**config.mk**
```make
export PLATFORM = sky130hd
export DESIGN_NAME = mrbo_top
export DESIGN_NICKNAME = d
export VERILOG_FILES = /design/src/mrbo_pkg.sv /design/src/mrbo_if.sv /design/src/mrbo_order.sv /design/src/mrbo_top.sv
export SDC_FILE = /design/constraint.sdc
export NUM_CORES = 1
export LEC_CHECK = 0
export BUFFER_PORTS_ARGS = -buffer_cell sky130_fd_sc_hd__buf_2
export CORE_ASPECT_RATIO = 0.9
export CORE_MARGIN = 10
export CORE_UTILIZATION = 35
export CTS_CLUSTER_SIZE = 10
export DETAILED_ROUTE_END_ITERATION = 10
export PLACE_DENSITY = 0.62
export SYNTH_ARGS = -nofsm -noshare
export SYNTH_HDL_FRONTEND = slang
export SYNTH_SLANG_ARGS = --single-unit
```
**constraint.sdc**
```tcl
create_clock -name clk_sys_in -period 3.95 [get_ports clk_sys_in]
set_clock_uncertainty 0.15 [all_clocks]
set_input_delay 0.5925 -clock clk_sys_in [delete_from_list [all_inputs] [get_ports clk_sys_in]]
set_output_delay 0.5925 -clock clk_sys_in [all_outputs]
set_load 0.03 [all_outputs]
```
**src/mrbo_pkg.sv**
```systemverilog
package mrbo_pkg;
    // ****************************************************************
    // Command decode
    // ****************************************************************
    localparam logic [2:0]  MR3_BANK         = 3'h3;
    localparam int          ADDR_W           = 15;
    localparam int          LOC_LSB          = 0;
    localparam int          ENABLE_BIT       = 2;
    localparam int          ZERO_HI          = 14;
    localparam int          ZERO_LO          = 3;
    localparam int          CHOP_OTF_BIT     = 12;
    localparam logic [1:0]  LOC_PATTERN      = 2'h0;
    localparam logic [1:0]  LOC_THERMAL      = 2'h3;
    localparam logic [1:0]  LOC_RESET        = 2'h0;
    localparam logic        ENABLE_RESET     = 1'h0;
    // ****************************************************************
    // Burst and timing
    // ****************************************************************
    localparam int          BEATS            = 8;
    localparam int          CHOP_BEATS       = 4;
    localparam logic [2:0]  LAST_BEAT        = 3'h7;
    localparam logic [2:0]  LAST_CHOP_BEAT   = 3'h3;
    localparam int          CHOP_ADVANCE_CK  = 2;
    localparam logic [3:0]  WRITE_START_DLY  = 4'h4;
    typedef enum logic [1:0] {MRBO_SRC_ARRAY, MRBO_SRC_PATTERN, MRBO_SRC_THERMAL, MRBO_SRC_RFU} mrbo_src_t;
endpackage

```
**src/mrbo_if.sv**
```systemverilog
interface mrbo_if;
    logic [2:0] start;
    logic       nibble;
    logic [2:0] beat;
    logic [2:0] pos;
    modport gen (input start, input nibble, input beat, output pos);
    modport user (output start, output nibble, output beat, input pos);
endinterface

```
**src/mrbo_order.sv**
```systemverilog
module mrbo_order (
    input  wire         clk_sys_in,
    input  wire         nrst_in,
    mrbo_if.gen         ord
);
    // ****************************************************************
    // Registered beat position
    // ****************************************************************
    logic [2:0] inter_pos;
    logic [2:0] nib_pos;
    logic [1:0] low_sum;
    logic [2:0] pos_reg;

    assign inter_pos = ord.start ^ ord.beat;
    assign low_sum   = 2'(ord.start[1:0] + ord.beat[1:0]);
    assign nib_pos   = {ord.start[2] ^ ord.beat[2], low_sum};
    assign ord.pos   = pos_reg;

    always_ff @(posedge clk_sys_in)
    begin
        if (!nrst_in)
            pos_reg <= 3'h0;
        else
            pos_reg <= ord.nibble ? nib_pos : inter_pos;
    end
endmodule // mrbo_order

```
**src/mrbo_top.sv**
```systemverilog
// How it works
// MRS to bank 011 with all command strobes low loads the address into register three.
// Location 00 picks training pattern, 11 thermal readout, 01 and 10 reserved.
// Enable bit clear reads array; set reads the selected special register.
// Location is ignored while the enable bit is clear.
// Controller writes zeros on address 14 down to 3.
// Burst order is interleaved or nibble-sequential per the first mode register bit.
// Reads start at column bits 2:0.
// Eight-beat writes take beats 0 to 7 in order regardless of column.
// Chopped writes use column bit 2 for half; other slots don't-care.
// Interleaved read beat k comes from start xor k.
// Nibble read rotates low bits within a half, then the other half.
// Chopped reads give four beats, then drivers are released for four slots.
// Fixed chop starts internal write two clocks earlier.
// On-the-fly chop starts internal write like an eight-beat write.
module mrbo_top (
    input  wire logic        clk_sys_in,
    input  wire logic        nrst_in,
    input  wire logic        cs_n_in,
    input  wire logic        ras_n_in,
    input  wire logic        cas_n_in,
    input  wire logic        we_n_in,
    input  wire logic [2:0]  bank_in,
    input  wire logic [14:0] addr_in,
    input  wire logic        nibble_mode_in,
    input  wire logic        chop_fixed_by_mode_register_in,
    input  wire logic        chop_enable_in,
    output logic             special_register_enable_out,
    output logic [1:0]       special_register_location_out,
    output logic [1:0]       read_source_out,
    output logic             zero_field_error_out,
    output logic             beat_valid_out,
    output logic             beat_is_write_out,
    output logic [2:0]       beat_pos_out,
    output logic             dq_oe_out,
    output logic             write_start_out
);
    // ****************************************************************
    // Command decode
    // ****************************************************************
    logic       cmd_mrs;
    logic       cmd_rd;
    logic       cmd_wr;
    logic       mr3_hit;
    logic       chop_cmd;
    logic       zero_bad;
    logic       busy;
    logic [2:0] rd_start;
    logic [2:0] wr_start;
    logic [2:0] beat_reg;
    logic [2:0] start_reg;
    logic       wr_reg;
    logic       chop_reg;
    logic       act_reg;
    logic       drive_reg;
    logic       act_d_reg;
    logic       wr_d_reg;
    logic       drive_d_reg;
    logic [3:0] ws_cnt_reg;
    logic [3:0] ws_load;
    logic       en_reg;
    logic [1:0] loc_reg;
    logic       zerr_reg;
    logic       ws_reg;
    logic [1:0] src_next;
    logic [1:0] src_reg;

    assign cmd_mrs  = !cs_n_in && !ras_n_in && !cas_n_in && !we_n_in;
    assign cmd_rd   = !cs_n_in && ras_n_in && !cas_n_in && we_n_in;
    assign cmd_wr   = !cs_n_in && ras_n_in && !cas_n_in && !we_n_in;
    assign mr3_hit  = cmd_mrs && (bank_in == mrbo_pkg::MR3_BANK);
    assign zero_bad = |addr_in[mrbo_pkg::ZERO_HI:mrbo_pkg::ZERO_LO];
    assign chop_cmd = chop_fixed_by_mode_register_in
                      || (chop_enable_in && !addr_in[mrbo_pkg::CHOP_OTF_BIT]);
    assign busy     = act_reg && !(beat_reg == mrbo_pkg::LAST_BEAT);
    assign rd_start = addr_in[2:0];
    assign wr_start = chop_cmd ? {addr_in[2], 2'h0} : 3'h0;
    // Fixed chop shortens the wait to internal write start by two clocks
    assign ws_load  = chop_fixed_by_mode_register_in
                      ? 4'(mrbo_pkg::WRITE_START_DLY - 4'(mrbo_pkg::CHOP_ADVANCE_CK))
                      : mrbo_pkg::WRITE_START_DLY;

    // ****************************************************************
    // Register three
    // ****************************************************************
    always_ff @(posedge clk_sys_in)
    begin
        if (!nrst_in)
        begin
            en_reg   <= mrbo_pkg::ENABLE_RESET;
            loc_reg  <= mrbo_pkg::LOC_RESET;
            zerr_reg <= 1'h0;
        end
        else if (mr3_hit)
        begin
            en_reg   <= addr_in[mrbo_pkg::ENABLE_BIT];
            loc_reg  <= addr_in[mrbo_pkg::LOC_LSB +: 2];
            zerr_reg <= zero_bad;
        end
    end

    // Location only matters while the enable bit is set
    always_comb
    begin
        src_next = mrbo_pkg::MRBO_SRC_ARRAY;
        if (en_reg)
        begin
            case (loc_reg)
                mrbo_pkg::LOC_PATTERN: src_next = mrbo_pkg::MRBO_SRC_PATTERN;
                mrbo_pkg::LOC_THERMAL: src_next = mrbo_pkg::MRBO_SRC_THERMAL;
                default:               src_next = mrbo_pkg::MRBO_SRC_RFU;
            endcase
        end
    end

    always_ff @(posedge clk_sys_in)
    begin
        if (!nrst_in)
            src_reg <= mrbo_pkg::MRBO_SRC_ARRAY;
        else
            src_reg <= src_next;
    end

    // ****************************************************************
    // Burst sequencer
    // ****************************************************************
    // A new command is only taken after the current burst has used all eight slots
    always_ff @(posedge clk_sys_in)
    begin
        if (!nrst_in)
        begin
            act_reg   <= 1'h0;
            beat_reg  <= 3'h0;
            start_reg <= 3'h0;
            wr_reg    <= 1'h0;
            chop_reg  <= 1'h0;
        end
        else if (!busy && (cmd_rd || cmd_wr))
        begin
            act_reg   <= 1'h1;
            beat_reg  <= 3'h0;
            start_reg <= cmd_wr ? wr_start : rd_start;
            wr_reg    <= cmd_wr;
            chop_reg  <= chop_cmd;
        end
        else if (act_reg)
        begin
            beat_reg <= 3'(beat_reg + 3'h1);
            act_reg  <= busy;
        end
    end

    // Writes are never reordered; reads follow the selected order
    mrbo_if ord ();
    assign ord.start  = start_reg;
    assign ord.nibble = wr_reg ? 1'b0 : nibble_mode_in;
    assign ord.beat   = wr_reg ? 3'h0 : beat_reg;

    logic [2:0] wr_beat_reg;
    mrbo_order u_order (
        .clk_sys_in (clk_sys_in),
        .nrst_in    (nrst_in),
        .ord        (ord)
    );

    // Chop: beats past the fourth release drivers or are don't-care
    always_comb
    begin
        drive_reg = act_reg && (!chop_reg || beat_reg <= mrbo_pkg::LAST_CHOP_BEAT);
    end

    always_ff @(posedge clk_sys_in)
    begin
        if (!nrst_in)
        begin
            act_d_reg   <= 1'h0;
            wr_d_reg    <= 1'h0;
            drive_d_reg <= 1'h0;
            wr_beat_reg <= 3'h0;
        end
        else
        begin
            act_d_reg   <= act_reg && drive_reg;
            wr_d_reg    <= wr_reg;
            drive_d_reg <= drive_reg && !wr_reg;
            wr_beat_reg <= 3'(start_reg + beat_reg);
        end
    end

    // ****************************************************************
    // Internal write start
    // ****************************************************************
    // Countdown starts on the write command; otf chop keeps the full delay
    always_ff @(posedge clk_sys_in)
    begin
        if (!nrst_in)
        begin
            ws_cnt_reg <= 4'h0;
            ws_reg     <= 1'h0;
        end
        else
        begin
            ws_reg <= (ws_cnt_reg == 4'h1);
            if (!busy && cmd_wr)
                ws_cnt_reg <= ws_load;
            else if (ws_cnt_reg != 4'h0)
                ws_cnt_reg <= 4'(ws_cnt_reg - 4'h1);
        end
    end

    // ****************************************************************
    // Outputs
    // ****************************************************************
    always_ff @(posedge clk_sys_in)
    begin
        if (!nrst_in)
        begin
            special_register_enable_out   <= 1'h0;
            special_register_location_out <= 2'h0;
            read_source_out               <= 2'h0;
            zero_field_error_out          <= 1'h0;
        end
        else
        begin
            special_register_enable_out   <= en_reg;
            special_register_location_out <= loc_reg;
            read_source_out               <= src_reg;
            zero_field_error_out          <= zerr_reg;
        end
    end

    always_comb
    begin
        beat_valid_out    = act_d_reg;
        beat_is_write_out = wr_d_reg;
        beat_pos_out      = wr_d_reg ? wr_beat_reg : ord.pos;
        dq_oe_out         = drive_d_reg;
        write_start_out   = ws_reg;
    end
endmodule // mrbo_top

```
==> metrics.txt <==
Via-to-Cell Ratio between 4 and 5; number of synthesized flops with an enable pin 0; design area 0.00183 sq mm; TritonCTS clock tree yes; PnR worst setup slack between 1.5 and 2 ns; Die ar. approximately 0.0074 sq mm; initial antenna violation count 0; initial drt markers 52; met1 Usage GRT 11.6%; gpl congestion a little under 0.8; Max Cap Violations 0; r2r setup slk ~1.8 ns; clk buf depth 2; Power, Total 825 uW; pin count of the biggest net entering global routing 21; die width 89.6 um; placed insts between 200 and 250; Hold Buf Count CTS 0; post-route clock period utilization 55.2%; total wire length ~3200 um; dpl ws 1.82 ns; crit end category register; dpl hpwl between 2000 and 2500 um; post-CTS setup buffer count 0; static leakage just under 0.8 nW; fillers 397; # nets final 229; max frequency ~0.46 GHz; distinct cell type count after synthesis 41; clk root buf clkbuf_8; post-route insts no fill between 200 and 250; register area share after synthesis a little under half; CORE AREA approximately 0.0041 sq mm; final slew viol count 0; Hold Crit Class register to register; Worst EP required about 4 ns; Hold Vio Cnt, Final 0; Max-slew headroom 50.0%; Area growth syn-to-layout 20.1%; share of cells above drive strength 1 28.9%; worst-margin pin slew between 0.7 and 0.8 ns; clk slew on worst S/H paths about 0.07 ns; Syn Nets 190; cts repair resizes 0; crit path DAT roughly 2.2 ns; Die Height about 83 um; Cells after Synth ~150; VDD IR-drop max between 0.15 and 0.2 mV; most used routing layer met2; H-Tree Depth 2; Most used DFF post-synth dfxtp_1; number of global-route vias before repair ~1200; Mapped Area roughly 0.0015 sq mm; antenna-violating nets left 0; setup tns final 0 ns; Largest register FFs 4; WL per Instance 13.1 um; Site Rows 22; grt met3 use 3.91%; CP max FO 11; DRC viols 0; flops & latches, synth 35; I/O pin count 40; status completed; GR Layer Usage met2 between 10% and 20%; area of the multi-input gates 759 sq um; drt pass-1 iters 4; Yosys warnings 0; clock latency on the worst-skew pair 0.29 ns; pwr dens roughly 450 mW/mm^2; Setup Crit Path Kind register to register; DP Area around 0.0017 sq mm; RSZ-0062 raised after global routing no; Post-synth ARST share 0%; sequential cell area about 700 sq um; Avg Synthesized Cell Area between 9 and 10 sq um; min cycle time layout around 2.2 ns; Initial Util 36.9%; first-pass GRT wire length 5250 um; number of clock sinks 35; final setup vio count 0; total CTS buffers 5; # port buffers 39; gr usage total 9.21%; vias post-DR ~1200; diodes inserted 0; Startpoint Class register; gr ovfl total 0
synthesized netlist by cell type (2+ instances only):
library cell | number | area share (%)
a211oi_1 | 2 | 0.98
a21oi_1 | 14 | 4.6
and2_1 | 9 | 3.7
buf_2 | 2 | 0.66
clkbuf_1 | 3 | 0.74
dfxtp_1 | 35 | 46
ha_1 | 8 | 6.6
inv_1 | 7 | 1.7
mux2_2 | 4 | 3.0
mux2i_1 | 3 | 2.0
nand2_1 | 5 | 1.2
nand2b_1 | 2 | 0.82
nand3_1 | 3 | 0.98
nand3b_1 | 2 | 0.98
nand4_1 | 2 | 0.82
nor2_1 | 9 | 2.2
nor2b_1 | 3 | 1.2
nor3_1 | 3 | 0.98
nor4_1 | 3 | 1.2
o21ai_0 | 8 | 2.6
or3_1 | 2 | 0.82
or4_1 | 3 | 1.5
xnor2_1 | 3 | 1.7
xor2_1 | 2 | 1.1
cell families (layout without fill, tap and decap cells):
group	Yosys count	in the layout	synth area share, %
buffers and inverters	14	54	4.19
and+or+nand+nor	51	51	19.6
DFF	35	35	46.0
xor gates and xnor gates	5	5	2.87
AOI/OAI and AO/OA	33	33	14.5
adders and majority gates	9	9	7.88
muxes	7	7	4.93
placed cells by master (no fill, tap or decap), types with 2 or more instances in the layout:
master,synthesis,routed
a211oi_1,2,2
nor4_1,3,3
xor2_1,2,2
xnor2_1,3,3
inv_1,7,7
and2_1,9,9
ha_1,8,8
nand2b_1,2,2
a21oi_1,14,14
o21ai_0,8,8
clkbuf_8,0,5
nand3_1,3,3
buf_2,2,39
nand2_1,5,5
clkinvlp_4,0,2
nor2b_1,3,3
nand3b_1,2,2
nand4_1,2,2
nor2_1,9,9
or3_1,2,2
dfxtp_1,35,35
or4_1,3,3
mux2_2,4,4
nor3_1,3,3
mux2i_1,3,3
report_power, final:
| part | internal [mW] | switching [mW] |
|---|---|---|
| Sequential | 0.381 | 0.0228 |
| Clock | 0.122 | 0.132 |
| Combinational | 0.0824 | 0.0848 |
| Total | 0.586 | 0.240 |
path summary, 6_finish.rpt:
path,from,depth (start not counted),to
hold reg to reg,src_reg[0],1,read_source_out[0]
hold / removal,src_reg[0],1,read_source_out[0]
setup reg to reg,beat_reg[0],5,beat_reg[2]
setup / recovery,beat_reg[0],5,beat_reg[2]
layout make-up:
cell class / instances / area share [%]
clock buffer: 5 / 3.76
clock inverter: 3 / 1.09
inverter: 7 / 1.44
multi-input combinational: 105 / 41.5
sequential: 35 / 38.3
tap: 48 / 3.28
timing repair buffer: 39 / 10.7
critical path, cell delays in order, from the launching register on:
cell and delay, ns:
dfxtp_1 0.36, ha_1 0.24, ha_1 0.20, nor2b_1 0.59
o21ai_0 0.31, a211oi_1 0.25
per-stage QoR:
stage / hold WS (ns) / util [%]
detailed placement: 0.270 / 42.2
floorplan: 0.262 / -
global placement: 0.270 / 42.2
CTS: 0.290 / 44.3
finish: 0.286 / 44.3
global route: 0.300 / 44.3
routing by layer:
layer | vias up | share of wire [%]
met2 | 38 | 39
li1 | 622 | -
met3 | 7 | 7.1
met1 | 534 | 51
met4 | 0 | 2.4
met5 | - | 0
Note: power is estimated with default switching activity, not from simulation.
